### config.mk
export PLATFORM = sky130hd
export DESIGN_NAME = ivsd_top
export DESIGN_NICKNAME = d
export VERILOG_FILES = /design/src/ivsd_pkg.sv /design/src/ivsd_rec_mem.sv /design/src/ivsd_top.sv
export SDC_FILE = /design/constraint.sdc
export NUM_CORES = 1
export LEC_CHECK = 0
export BUFFER_PORTS_ARGS = -buffer_cell sky130_fd_sc_hd__buf_4
export CAP_MARGIN = 40
export CORE_MARGIN = 2
export CORE_UTILIZATION = 49
export DETAILED_ROUTE_END_ITERATION = 8
export PLACE_DENSITY = 0.76
export SYNTH_ARGS = -nofsm -noshare
export SYNTH_HDL_FRONTEND = slang
export SYNTH_SLANG_ARGS = --single-unit
### constraint.sdc
create_clock -name clk_sys -period 3.1 [get_ports clk_sys]
set_clock_uncertainty 0.2 [all_clocks]
set_input_delay 0.62 -clock clk_sys [delete_from_list [all_inputs] [get_ports clk_sys]]
set_output_delay 0.62 -clock clk_sys [all_outputs]
set_load 0.005 [all_outputs]
### src/ivsd_pkg.sv
package ivsd_pkg;
  // channel organisation
  localparam int NUM_CH        = 16;
  localparam int GRP_SIZE      = 4;
  localparam int NUM_GRP       = 4;
  // process image word addresses (byte addresses, words of two bytes)
  localparam logic [7:0] ADDR_INPUT_WORD  = 8'h00;
  localparam logic [7:0] ADDR_STATUS_OFS  = 8'h02;
  // diagnostic records
  localparam int REC0_LEN      = 4;
  localparam int REC1_LEN      = 8;
  localparam logic [1:0] REC_SEL_0 = 2'h0;
  localparam logic [1:0] REC_SEL_1 = 2'h1;
  // common header byte 0 bit positions
  localparam int HDR_MOD_FAULT = 0;
  localparam int HDR_INT_FAULT = 1;
  localparam int HDR_EXT_FAULT = 2;
  localparam int HDR_CH_FAULT  = 3;
  localparam int HDR_NO_PWR    = 4;
  // header byte 1: module class code for digital input
  localparam logic [7:0] HDR_CLASS_DI = 8'h0F;
  // header byte 2 / 3 reset values
  localparam logic [7:0] HDR_BYTE2_RST = 8'h00;
  localparam logic [7:0] HDR_BYTE3_RST = 8'h00;
  // validity encoding
  localparam logic VALID_YES = 1'b1;
  localparam logic VALID_NO  = 1'b0;
  // record read states
  typedef enum logic [1:0] {
    IVSD_IDLE = 2'b00,
    IVSD_SEND = 2'b01,
    IVSD_DONE = 2'b10
  } ivsd_state_t;
endpackage

### src/ivsd_rec_mem.sv
`timescale 1ns/100ps
`default_nettype none
// small byte memory holding a diagnostic record, registered read data
module ivsd_rec_mem #(
  parameter int DEPTH = 8
) (
  // clock and reset
  input  wire logic                     clk_sys,
  input  wire logic                     sys_rst,
  // write side
  input  wire logic                     wr_en,
  input  wire logic [$clog2(DEPTH)-1:0] wr_addr,
  input  wire logic [7:0]               wr_data,
  // read side
  input  wire logic [$clog2(DEPTH)-1:0] rd_addr,
  output logic      [7:0]               rd_data
);
  logic [7:0] mem_reg [DEPTH];

  // storage, no reset on array
  always_ff @(posedge clk_sys) begin
    if (wr_en) begin
      mem_reg[wr_addr] <= wr_data;
    end
  end

  // registered read port
  always_ff @(posedge clk_sys or posedge sys_rst) begin
    if (sys_rst) begin
      rd_data <= 8'h00;
    end else begin
      rd_data <= mem_reg[rd_addr];
    end
  end
endmodule
`default_nettype wire

### src/ivsd_top.sv
// How it works
// - validity bit written in the same update as its input value
// - status word for input word x is placed at address x+2
// - validity is 0 for invalid signal, 1 for valid signal
// - sensor/power fail, wire break, short, flutter, changeover fault clear validity
// - record 0 is a 4-byte common header with current overall status
// - record 1 repeats the 4 header bytes then module-specific bytes
// - a diagnostic bit is 1 while its error is present
// - supply fault in a group of four sets error bits of all four channels
// - header bytes 0 to 3 use the common layout for all module types
`timescale 1ns/100ps
`default_nettype none
module ivsd_top #(
  parameter int NUM_CH = ivsd_pkg::NUM_CH
) (
  // clock and reset
  input  wire logic              clk_sys,
  input  wire logic              sys_rst,
  // per-channel field inputs and fault detectors
  input  wire logic [NUM_CH-1:0] din_value,
  input  wire logic [NUM_CH-1:0] flt_wire_break,
  input  wire logic [NUM_CH-1:0] flt_short,
  input  wire logic [NUM_CH-1:0] flt_flutter,
  input  wire logic [NUM_CH-1:0] flt_changeover,
  input  wire logic [3:0]        flt_supply,
  input  wire logic              flt_internal,
  input  wire logic              flt_no_power,
  // sample strobe: update the process image
  input  wire logic              sample_en,
  // process image read port
  input  wire logic              img_rd,
  input  wire logic [7:0]        img_addr,
  output logic      [15:0]       img_data,
  output logic                   img_valid,
  // diagnostic record read port
  input  wire logic              rec_start,
  input  wire logic [1:0]        rec_sel,
  output logic      [7:0]        rec_data,
  output logic                   rec_valid,
  output logic                   rec_last,
  output logic                   rec_busy
);
  ////////////////////////////////////////////////////////////////////////////
  // combined channel error: own faults or a fault on the shared supply
  function automatic logic [NUM_CH-1:0] grp_expand(input logic [3:0] g);
    logic [NUM_CH-1:0] r;
    r = '0;
    for (int i = 0; i < NUM_CH; i++) begin
      r[i] = g[i / ivsd_pkg::GRP_SIZE];
    end
    return r;
  endfunction

  logic [NUM_CH-1:0] supply_err;
  logic [NUM_CH-1:0] ch_err;
  assign supply_err = grp_expand(flt_supply);
  assign ch_err = flt_wire_break | flt_short | flt_flutter | flt_changeover
                  | supply_err | {NUM_CH{flt_no_power}};

  ////////////////////////////////////////////////////////////////////////////
  // process image: value and validity captured together
  logic [NUM_CH-1:0] in_word_reg;
  logic [NUM_CH-1:0] stat_word_reg;
  logic [NUM_CH-1:0] err_word_reg;

  always_ff @(posedge clk_sys or posedge sys_rst) begin
    if (sys_rst) begin
      in_word_reg   <= '0;
      stat_word_reg <= '0;
    end else if (sample_en) begin
      in_word_reg   <= din_value;
      stat_word_reg <= ~ch_err;             // bit i pairs with input bit i
    end
  end

  // error bits tracked every cycle, 1 while present
  always_ff @(posedge clk_sys or posedge sys_rst) begin
    if (sys_rst) begin
      err_word_reg <= '0;
    end else begin
      err_word_reg <= ch_err;
    end
  end

  // image read: word x is input, x+2 is status
  always_ff @(posedge clk_sys or posedge sys_rst) begin
    if (sys_rst) begin
      img_data  <= 16'h0000;
      img_valid <= 1'b0;
    end else begin
      img_valid <= img_rd;
      if (img_rd) begin
        if (img_addr == ivsd_pkg::ADDR_INPUT_WORD + ivsd_pkg::ADDR_STATUS_OFS) begin
          img_data <= 16'(stat_word_reg);
        end else if (img_addr == ivsd_pkg::ADDR_INPUT_WORD) begin
          img_data <= 16'(in_word_reg);
        end else begin
          img_data <= 16'h0000;
        end
      end
    end
  end

  ////////////////////////////////////////////////////////////////////////////
  // record image: header bytes 0..3, channel error bytes 4..5, group supply byte 6, power byte 7
  logic       any_ch;
  logic [7:0] hdr0;
  logic [7:0] rec_byte [ivsd_pkg::REC1_LEN];
  logic [2:0] wr_idx_reg;

  assign any_ch = |err_word_reg;
  // common header byte 0, same layout for every module type
  always_comb begin
    hdr0 = 8'h00;
    hdr0[ivsd_pkg::HDR_MOD_FAULT] = any_ch | flt_internal | flt_no_power;
    hdr0[ivsd_pkg::HDR_INT_FAULT] = flt_internal;
    hdr0[ivsd_pkg::HDR_EXT_FAULT] = any_ch;
    hdr0[ivsd_pkg::HDR_CH_FAULT]  = any_ch;
    hdr0[ivsd_pkg::HDR_NO_PWR]    = flt_no_power;
  end

  always_comb begin
    rec_byte[0] = hdr0;
    rec_byte[1] = ivsd_pkg::HDR_CLASS_DI;
    rec_byte[2] = ivsd_pkg::HDR_BYTE2_RST;
    rec_byte[3] = ivsd_pkg::HDR_BYTE3_RST;
    rec_byte[4] = err_word_reg[7:0];         // module-specific channel errors
    rec_byte[5] = err_word_reg[15:8];
    rec_byte[6] = {4'h0, flt_supply};
    rec_byte[7] = {7'h00, flt_no_power};
  end

  // refresh memory continuously, one byte per cycle
  always_ff @(posedge clk_sys or posedge sys_rst) begin
    if (sys_rst) begin
      wr_idx_reg <= 3'h0;
    end else begin
      wr_idx_reg <= wr_idx_reg + 3'h1;
    end
  end

  ////////////////////////////////////////////////////////////////////////////
  // record read sequencer
  ivsd_pkg::ivsd_state_t state_reg;
  logic [2:0] rd_idx_reg;
  logic [2:0] last_idx_reg;
  logic       fetch_reg;
  logic [7:0] mem_q;

  ivsd_rec_mem #(.DEPTH(ivsd_pkg::REC1_LEN)) u_mem (
    .clk_sys (clk_sys),
    .sys_rst (sys_rst),
    .wr_en   (1'b1),
    .wr_addr (wr_idx_reg),
    .wr_data (rec_byte[wr_idx_reg]),
    .rd_addr (rd_idx_reg),
    .rd_data (mem_q)
  );

  always_ff @(posedge clk_sys or posedge sys_rst) begin
    if (sys_rst) begin
      state_reg    <= ivsd_pkg::IVSD_IDLE;
      rd_idx_reg   <= 3'h0;
      last_idx_reg <= 3'h0;
      fetch_reg    <= 1'b0;
      rec_busy     <= 1'b0;
    end else begin
      case (state_reg)
        ivsd_pkg::IVSD_IDLE: begin
          fetch_reg <= 1'b0;
          if (rec_start) begin
            rd_idx_reg   <= 3'h0;
            last_idx_reg <= (rec_sel == ivsd_pkg::REC_SEL_0) ? 3'(ivsd_pkg::REC0_LEN - 1)
                                                           : 3'(ivsd_pkg::REC1_LEN - 1);
            fetch_reg    <= 1'b1;
            rec_busy     <= 1'b1;
            state_reg    <= ivsd_pkg::IVSD_SEND;
          end
        end
        ivsd_pkg::IVSD_SEND: begin
          if (rd_idx_reg == last_idx_reg) begin
            fetch_reg <= 1'b0;
            state_reg <= ivsd_pkg::IVSD_DONE;
          end else begin
            rd_idx_reg <= rd_idx_reg + 3'h1;
          end
        end
        ivsd_pkg::IVSD_DONE: begin
          rec_busy  <= 1'b0;
          state_reg <= ivsd_pkg::IVSD_IDLE;
        end
        default: begin
          state_reg <= ivsd_pkg::IVSD_IDLE;
        end
      endcase
    end
  end

  // byte output, memory read has one cycle latency
  logic [2:0] out_idx_reg;
  always_ff @(posedge clk_sys or posedge sys_rst) begin
    if (sys_rst) begin
      rec_valid   <= 1'b0;
      rec_last    <= 1'b0;
      out_idx_reg <= 3'h0;
    end else begin
      rec_valid   <= fetch_reg && state_reg == ivsd_pkg::IVSD_SEND;
      rec_last    <= fetch_reg && state_reg == ivsd_pkg::IVSD_SEND
                     && rd_idx_reg == last_idx_reg;
      out_idx_reg <= rd_idx_reg;
    end
  end
  assign rec_data = mem_q;  // memory output is itself a register

  ////////////////////////////////////////////////////////////////////////////
  // checks
  a_valid_low_err: assert property (@(posedge clk_sys) disable iff (sys_rst)
    sample_en |=> stat_word_reg == ~$past(ch_err))
    else $error("validity not cleared on fault");
  a_pair_update: assert property (@(posedge clk_sys) disable iff (sys_rst)
    !sample_en |=> $stable(in_word_reg) && $stable(stat_word_reg))
    else $error("value and status not updated together");
  a_status_addr: assert property (@(posedge clk_sys) disable iff (sys_rst)
    img_rd && img_addr == 8'h02 |=> img_valid && img_data == $past(stat_word_reg))
    else $error("status word not at x+2");
  a_valid_one: assert property (@(posedge clk_sys) disable iff (sys_rst)
    sample_en && ch_err == '0 |=> stat_word_reg == '1)
    else $error("clean channel not valid");
  a_group_err: assert property (@(posedge clk_sys) disable iff (sys_rst)
    flt_supply[2] |=> err_word_reg[11:8] == 4'hF)
    else $error("group fault not spread");
  a_err_level: assert property (@(posedge clk_sys) disable iff (sys_rst)
    flt_flutter != '0 |=> (err_word_reg & $past(flt_flutter)) == $past(flt_flutter))
    else $error("error bit not set");
  a_rec0_len: assert property (@(posedge clk_sys) disable iff (sys_rst)
    state_reg == ivsd_pkg::IVSD_IDLE && rec_start && rec_sel == 2'h0
    |=> ##4 rec_last)
    else $error("record 0 not four bytes");
  a_rec1_len: assert property (@(posedge clk_sys) disable iff (sys_rst)
    state_reg == ivsd_pkg::IVSD_IDLE && rec_start && rec_sel == 2'h1
    |=> ##8 rec_last)
    else $error("record 1 not eight bytes");
  a_hdr_common: assert property (@(posedge clk_sys) disable iff (sys_rst)
    rec_valid && out_idx_reg == 3'h1 |-> rec_data == ivsd_pkg::HDR_CLASS_DI)
    else $error("header class byte wrong");
  a_pos_match: assert property (@(posedge clk_sys) disable iff (sys_rst)
    sample_en && ch_err == 16'h0002 |=> stat_word_reg == 16'hFFFD)
    else $error("validity bit position wrong");
endmodule
`default_nettype wire

==> flow_summary.toml, run 1 <==
[run]
cap_violations = 0

[die]
dieHeight_um = 115.7
dieArea_mm2 = 0.01338
start_util_pct = 50.46
row_count = 40
ios = 129
core_area_mm2 = 0.01211
die_x_um = 115.7

[sta]
period_needed_ns = 2.074
tightestPinTransition_ns = 0.7681
fmax_mhz = 482.2
slew_headroom_pct = 48.80
hold_slack_ns = 0.09361
rsz0062_at_grt = "no"
setup_violations = 0
hold_viol = 0
final_max_slew_viol_count = 0
final.setup.tns_ns = 0
finalCritPeriodShare_pct = 66.90

[detailed_routing]
drc = 0
wl_mm = 12.55
dr.pass1.iters = 5
viasPerCell = 5.285
final_antenna_net_count = 0
wl_per_cell_um = 16.94
drtIter0Drc = 309
vias = 3916

[final_layout]
syn_to_final_growth_pct = 28.27
drive_gt1_share_pct = 34.21
multi_input_area_mm2 = 0.001770
fillers = 926
nNetsFinal = 663
num_antenna_cells = 0
ff_latch_area_mm2 = 0.004099
final_area_mm2 = 0.007840
largest_reg_flops = 64

[yosys]
yosysMostFrequentCell = "dfrtp_1"
synth_seq_cells = 151
synth_top_area_share_pct = 35.62
synth_top_cell_by_area = "dfrtp_1"
synth_commonest_cells = "87 x dfrtp_1, 64 x edfxtp_1, 38 x inv_1"
yosysUniqueCellTypes = 35
synth-seq-area-share_pct = 67.06
synth_ff_type = "dfrtp_1"
synth_edf_count = 64
synth_area_leaders = "dfrtp_1 36%, edfxtp_1 31%, mux4_1 6.9%"
synth_area_mm2 = 0.006112
netlist_instances = 427
synthArstFlopShare_pct = 57.62
syn-num-nets = 530
synth_warnings = 0
synth.avg_cell_area_um2 = 14.31

[global_route]
antenna_found_initial = 0
grt_usage_pct = 20.39
grt_start_max_net_pins = 54
grt_pass1_wl_mm = 20.26
overflow = 0
grt_pass1_vias = 4068

[clocking]
cts_tree = "built"
root_buffer = "clkbuf_16"
clockBufferDepth = 2
cts_sinks = 151
cts_hold_buf = 0
h-tree-depth = 4
clk_latency_ns = 0.41
cts_resized = 0
path_clk_slew_ns = 0.06
cts_setup_buffers = 0
cts_buffers = 17

[place]
placed_cell_area_mm2 = 0.007242
gp_congestion = 0.8764
port_buffers = 128
hpwl_mm = 8.667

[hold_path]
holdCritPathClass = "in2async"

[worst_setup_path]
critPathLaunchType = "register"
slowest_stage = "dfrtp_1"
crit_type = "reg2reg"
critical_path.cell_chain = "nor2b_1 > nor2b_1 > buf_4 > a22o_1"
crit_path_max_fanout = 17
cpPeakStageDelay_ns = 0.65
arrival_ns = 2.00
endpoint_kind = "register"
critPathMostFrequentCell = "nor2b_1"
required_ns = 3.02

[power_and_ir_drop]
peakVddDrop_mv = 0.3027
leakagePower_uw = 0.003273
finalPower_uw = 5140
power.density_mw_per_mm2 = 655.7

[run_status]
status = "completed"
==> cells in the final DEF, fill, tap and decap left out, types with 2 or more instances in the layout <==
cell,count
mux2i_1,21
clkbuf_16,19
nand3_1,19
nor3_1,5
o21ai_0,19
inv_4,2
nand2_1,29
o211ai_1,3
a22o_1,3
and2_1,2
o22ai_1,16
clkbuf_1,2
clkinv_4,4
buf_4,133
nor2_1,15
nor4_1,21
ha_1,2
mux4_1,16
a21oi_1,4
mux2_2,27
inv_1,37
nor2b_1,2
edfxtp_1,64
clkinv_2,3
dfrtp_1,87
clkbuf_8,2
and3_1,2
==> critical path: cells and delay by family, from the launching register on <==
kind / cells / cell delay, ns
flip-flops: 1 / 0.65
buffers and inverters: 1 / 0.22
AND/OR/NAND/NOR: 2 / 0.36
AO/OA/AOI/OAI: 1 / 0.35
==> cell families (layout without fill, tap and decap cells) <==
kind of cell | count (synthesis) | count (layout) | synth area share, %
AO/OA/AOI/OAI | 50 | 50 | 4.954
adder cells (fa/ha/maj) | 2 | 2 | 0.4094
XOR/XNOR | 2 | 2 | 0.2866
AND/OR/NAND/NOR | 100 | 100 | 8.025
multiplexers | 64 | 64 | 15.29
flip-flops | 151 | 151 | 67.06
buffers and inverters | 58 | 204 | 3.971
==> where the power goes <==
| group | internal, µW | switching (µW) |
|---|---|---|
| clock network | 1250 | 788 |
| logic | 478 | 293 |
| registers | 2200 | 133 |
==> final timing paths <==
kind	slack [ns]	startpoint	cells after the start	to
max	1.03	wr_idx_reg[0]$_DFF_PP0_	4	u_mem.mem_reg[3][6]$_DFFE_PP_
min	0.09	sys_rst	2	img_data[14]$_DFFE_PP0P_
max reg2reg	1.03	wr_idx_reg[0]$_DFF_PP0_	4	u_mem.mem_reg[3][6]$_DFFE_PP_
min reg2reg	0.29	state_reg[1]$_DFFE_PP0P_	1	state_reg[1]$_DFFE_PP0P_
max in group asynchronous	1.90	sys_rst	3	stat_word_reg[11]$_DFFE_PP0P_
min in group clk_sys	0.23	din_value[15]	2	in_word_reg[15]$_DFFE_PP0P_
==> routing by layer <==
layer  part of all wire [%]  track usage [%]  vias up
met4                    1.7            7.063        0
met2                     51            34.54      147
met3                    6.2            5.701       20
li1                       -                -     1841
met5                      0                0        -
met1                     41            25.45     1908
==> cell type report <==
cell class,count,share of cell area [%]
repair buffers,134,12.99
clock buffers,23,6.511
well taps,168,2.681
clock inverters,9,1.117
multi-input cells,218,22.58
flip-flops and latches,151,52.28
inverters,38,1.835
==> per-stage QoR <==
stage / setup slack [ns] / utilization [%] / cells
floorplan: 0.02980 / - / 427
detailed placement: 0.9979 / 59.79 / 709
global placement: 1.054 / 59.79 / 709
finish: 1.026 / 64.73 / 741
CTS: 1.023 / 64.73 / 741
global route: 0.8559 / 64.73 / 741
No activity file was read; power rests on OpenSTA's default activity.
==> inputs of run 2 (changes only) <==
--- a/config.mk
+++ b/config.mk
@@ -8,9 +8,9 @@
 export BUFFER_PORTS_ARGS = -buffer_cell sky130_fd_sc_hd__buf_4
 export CAP_MARGIN = 40
 export CORE_MARGIN = 2
-export CORE_UTILIZATION = 49
+export CORE_UTILIZATION = 54
 export DETAILED_ROUTE_END_ITERATION = 8
-export PLACE_DENSITY = 0.76
+export PLACE_DENSITY = 0.79
 export SYNTH_ARGS = -nofsm -noshare
 export SYNTH_HDL_FRONTEND = slang
 export SYNTH_SLANG_ARGS = --single-unit
==> constraint.sdc (replaced) <==
create_clock -name clk_sys -period 2 [get_ports clk_sys]
set_clock_uncertainty 0.2 [all_clocks]
set_input_delay 0.4 -clock clk_sys [delete_from_list [all_inputs] [get_ports clk_sys]]
set_output_delay 0.4 -clock clk_sys [all_outputs]
set_load 0.005 [all_outputs]
==> flow_summary.toml, run 2 (synthesis gave the netlist of run 1 again) <==
[sta]
setup_violations = 0
slew_headroom_pct = 59.66
tightestPinTransition_ns = 0.5996
finalCritPeriodShare_pct = 95.24
fmax_mhz = 525.0
final_max_slew_viol_count = 0
final.setup.tns_ns = 0
hold_viol = 0
period_needed_ns = 1.905

[global_route]
overflow = 0
grt_usage_pct = 24.58
grt_start_max_net_pins = 50
antenna_found_initial = 0
grt_pass1_vias = 4337
grt_pass1_wl_mm = 21.74

[detailed_routing]
dr.pass1.iters = 4
viasPerCell = 5.537
wl_mm = 13.62
wl_per_cell_um = 18.29
drc = 0
vias = 4125
final_antenna_net_count = 0
drtIter0Drc = 311

[final_layout]
largest_reg_flops = 64
final_util_pct = 74.31
drive_gt1_share_pct = 37.02
fillers = 675
mostFrequentLayoutCell = "buf_4"
syn_to_final_growth_pct = 32.96
final_cell_mix = "150 x buf_4, 87 x dfrtp_1, 64 x edfxtp_1, 37 x inv_1, 29 x nand2_1"
num_antenna_cells = 0
nNetsFinal = 695
final_area_mm2 = 0.008127

[clocking]
cts_tree = "built"
cts_buffers = 17
root_buffer = "clkbuf_16"
cts_sinks = 151
path_clk_slew_ns = 0.07
clk_latency_ns = 0.42
h-tree-depth = 4
clockBufferDepth = 2

[place]
gp_congestion = 0.8648
port_buffers = 128
placed_cell_area_mm2 = 0.007362
hpwl_mm = 8.959

[worst_setup_path]
critical_path.cell_chain = "dlygate4sd3_1 > buf_4 > nor4_2 > dlygate4sd3_1 > nand2_1"
cpPeakStageDelay_ns = 0.60
cp.buffers_inverters = 3
endpoint_kind = "register"
cp_top_family = "buffers and inverters"
critPathLaunchType = "primary input"
crit_path_max_fanout = 2
arrival_ns = 1.99
critPathMostFrequentCell = "dlygate4sd3_1"
slowest_stage = "dlygate4sd3_1"
required_ns = 2.08
crit_type = "in2reg"

[die]
dieHeight_um = 110.4
ios = 129
dieArea_mm2 = 0.01219
die_x_um = 110.4
start_util_pct = 55.89
row_count = 38
core_area_mm2 = 0.01094

[run_status]
status = "completed"

[power_and_ir_drop]
pwr-share-comb_pct = 17.9
clockPowerShare_pct = 38.9
power.density_mw_per_mm2 = 996.7
swShare_pct = 26.13
power_switching_uw = 2117
peakVddDrop_mv = 0.7197
finalPower_uw = 8100
leakagePower_uw = 0.003429
cellInternalPower_uw = 5983
p_seq_share_pct = 43.3

[run]
cap_violations = 0

[hold_path]
holdCritPathClass = "in2reg"
[run 2: area by class of cell]
type	count	area [µm²]	area share, %
Tap cell	140	175.2	2.156
Clock buffer	19	464.2	5.712
Inverter	38	146.4	1.801
Multi-Input combinational cell	218	1810	22.28
Sequential cell	151	4099	50.44
Clock inverter	13	125.1	1.540
Timing Repair Buffer	166	1306	16.07
[run 2: power by group through the flow]
stage	sequential [µW]	clock, µW	combinational, µW
2_1_floorplan	3560	0	885
3_3_place_gp	3560	0	1360
3_5_place_dp	3560	0	1430
4_1_cts	3510	3200	1460
5_1_grt	3530	3340	1570
6_report	3500	3150	1450
[run 2: worst paths after layout]
check	start	to	slack, ns	depth (start not counted)
min in group asynchronous	sys_rst	in_word_reg[10]$_DFFE_PP0P_	0.35	3
hold / removal	flt_flutter[1]	err_word_reg[1]$_DFF_PP0_	0.01	3
setup reg to reg	err_word_reg[1]$_DFF_PP0_	u_mem.mem_reg[0][2]$_DFFE_PP_	0.12	4
max in group asynchronous	sys_rst	stat_word_reg[5]$_DFFE_PP0P_	0.66	4
setup / recovery	flt_flutter[3]	err_word_reg[3]$_DFF_PP0_	0.1	5
hold reg to reg	state_reg[1]$_DFFE_PP0P_	state_reg[1]$_DFFE_PP0P_	0.28	1
[run 2: per-stage QoR]
stage	std cells	hold slack (ns)	setup WS, ns
5_1_grt	745	0.003633	-0.03337
3_3_place_gp	699	0.2365	0.1992
3_5_place_dp	699	0.2433	0.1442
6_report	745	0.01172	0.09525
2_1_floorplan	427	0.2314	0.02380
4_1_cts	745	0.0008794	0.02693
[run 2: worst reg2reg max path, stage by stage (launching register included)]
cell and delay [ns]:
dfrtp_1 0.40, nor4_2 0.36, nand4_1 0.17, o21ai_1 0.18
o211ai_1 0.24
[run 2: timing repair]
| item | 4_1_cts | 5_1_grt |
|---|---|---|
| buffers inserted | 0 | 0 |
| hold endpoints to repair | 26 | 0 |
| setup endpoints to repair | 0 | 43 |
| hold buffers | 14 | 0 |
| gates resized for setup | 0 | 8 |
[run 2: routing by layer]
| metal | track usage, % | vias to the layer above | wire length (µm) |
|---|---|---|---|
| met1 | 28.69 | 2028 | 5169 |
| met5 | 0 | - | 0 |
| li1 | - | 1913 | - |
| met2 | 43.78 | 167 | 7368 |
| met3 | 6.996 | 17 | 832 |
| met4 | 8.036 | 0 | 251 |
==> inputs of run 3 (changes only) <==
--- a/config.mk
+++ b/config.mk
@@ -7,9 +7,9 @@
 export LEC_CHECK = 0
 export BUFFER_PORTS_ARGS = -buffer_cell sky130_fd_sc_hd__buf_4
 export CAP_MARGIN = 40
-export CORE_MARGIN = 2
 export CORE_UTILIZATION = 54
 export DETAILED_ROUTE_END_ITERATION = 8
+export GPL_TIMING_DRIVEN = 0
 export PLACE_DENSITY = 0.79
 export SYNTH_ARGS = -nofsm -noshare
 export SYNTH_HDL_FRONTEND = slang
==> flow_summary.toml, run 3 (synthesis gave the netlist of run 1 again) <==
[run_status]
status = "completed"

[clocking]
clockBufferDepth = 2
cts_buffers = 17
cts_tree = "built"
clk_latency_ns = 0.42
path_clk_slew_ns = 0.06
root_buffer = "clkbuf_16"
h-tree-depth = 4
cts_sinks = 151

[sta]
period_needed_ns = 1.948
finalCritPeriodShare_pct = 97.39
hold_viol = 0
slew_headroom_pct = 60.27
final_max_slew_viol_count = 0
rsz0062_at_grt = "yes"
fmax_mhz = 513.4
tightestPinTransition_ns = 0.5905
worst_slack_ns = 0.05229
hold_slack_ns = 0.01259
final.setup.tns_ns = 0
setup_violations = 0

[worst_setup_path]
worstSetupEndpoint = "u_mem.mem_reg[0][2]$_DFFE_PP_"
arrival_ns = 1.86
endpoint_kind = "register"
critPathLaunchType = "register"
required_ns = 1.92
r2r_end = "u_mem.mem_reg[0][2]$_DFFE_PP_"
r2r_start = "wr_idx_reg[0]$_DFF_PP0_"
critPathMostFrequentCell = "buf_2"
worstRegToRegCells = 4
critical_path.cell_chain = "buf_2 > clkbuf_2 > nor3_2 > buf_2"
crit_path_max_fanout = 10
slowest_stage = "nor3_2"
crit_type = "reg2reg"
crit_path_start = "wr_idx_reg[0]$_DFF_PP0_"
cpPeakStageDelay_ns = 0.44
reg2reg_slack_ns = 0.05

[place]
place_ws_ns = -0.3864
port_buffers = 126
hpwl_mm = 9.074
dp.cells = 700
gp_congestion = 0.8352

[final_layout]
final_util_pct = 73.79
largest_reg_flops = 64
drive_gt1_share_pct = 37.25
num_antenna_cells = 0
mostFrequentLayoutCell = "buf_4"
final_cell_mix = "134 x buf_4, 86 x dfrtp_1, 64 x edfxtp_1, 37 x inv_1, 28 x nand2_1"
syn_to_final_growth_pct = 32.02
fillers = 705
nNetsFinal = 694
final_cells = 744

[global_route]
grt_pass1_vias = 4293
overflow = 0
grt_usage_pct = 24.94
grt_pass1_wl_mm = 21.18
antenna_found_initial = 0
grt_start_max_net_pins = 38

[die]
start_util_pct = 55.89
row_count = 38
ios = 129
core_area_mm2 = 0.01094
dieHeight_um = 108.4
dieArea_mm2 = 0.01175
die_x_um = 108.4

[power_and_ir_drop]
power.density_mw_per_mm2 = 997.8
swShare_pct = 24.08
leakagePower_uw = 0.003384
pwr-share-comb_pct = 17.6
clockPowerShare_pct = 38.8
peakVddDrop_mv = 0.6773
power_switching_uw = 1939
p_seq_share_pct = 43.6
cellInternalPower_uw = 6113

[detailed_routing]
wl_mm = 13.46
wl_per_cell_um = 18.09
final_antenna_net_count = 0
drtIter0Drc = 317
vias = 4148
viasPerCell = 5.575
drc = 0
dr.pass1.iters = 5

[run]
cap_violations = 0

[hold_path]
holdCritPathClass = "in2reg"
run 3: final cells by class:
class | count | area [µm²] | area share, %
Buffer | 19 | 100.1 | 1.241
Clock buffer | 23 | 500.5 | 6.203
Clock inverter | 9 | 86.33 | 1.070
Inverter | 38 | 146.4 | 1.814
Multi-Input combinational cell | 218 | 1824 | 22.61
Sequential cell | 151 | 4100 | 50.81
Tap cell | 140 | 175.2 | 2.171
Timing Repair Buffer | 146 | 1136 | 14.08
run 3: worst min path at each step:
stage	start	endpoint	slack (ns)	cells after the start
2_1_floorplan	img_rd	img_valid$_DFF_PP0_	0.23	0
3_3_place_gp	fetch_reg$_DFFE_PP0P_	rec_valid$_DFF_PP0_	0.26	2
4_1_cts	din_value[10]	in_word_reg[10]$_DFFE_PP0P_	0.0002	2
5_1_grt	din_value[10]	in_word_reg[10]$_DFFE_PP0P_	0.004	2
6_report	flt_changeover[10]	err_word_reg[10]$_DFF_PP0_	0.01	3
3_5_place_dp	sys_rst	state_reg[0]$_DFFE_PP0P_	0.26	2
run 3: timing repair:
action	4_1_cts	5_1_grt
pin swaps	2	1
setup endpoints to repair	96	80
hold endpoints to repair	25	0
setup buffers	3	2
hold buffers	8	0
gates resized for setup	8	13
run 3: power by group through the flow:
| stage | clock (µW) | combinational, µW | sequential [µW] |
|---|---|---|---|
| 3_3_place_gp | 0 | 1360 | 3560 |
| 5_1_grt | 3300 | 1550 | 3530 |
| 3_5_place_dp | 0 | 1400 | 3560 |
| 4_1_cts | 3170 | 1440 | 3510 |
| 2_1_floorplan | 0 | 885 | 3560 |
| 6_report | 3120 | 1420 | 3510 |
run 3: metal layers:
layer / global-route usage [%] / vias to the layer above / part of all wire, %
met5: 0 / - / 0
met3: 6.631 / 29 / 5.0
met1: 27.18 / 2049 / 38
met4: 11.20 / 0 / 2.1
met2: 45.31 / 157 / 55
li1: - / 1913 / -
run 3: worst max-delay path: cells and delay by family, from the launching register on:
kind          cells  cell delay [ns]
buf+inv           3             0.63
simple gates      1             0.44
flops             1             0.38
run 3: through the flow:
| step | power, µW | instance area [µm²] |
|---|---|---|
| finish | 8051 | 8069 |
| CTS | 8117 | 8025 |
| detailed placement | 4967 | 7315 |
| global route | 8388 | 8069 |
| global placement | 4911 | 7242 |
| floorplan | 4445 | 6121 |
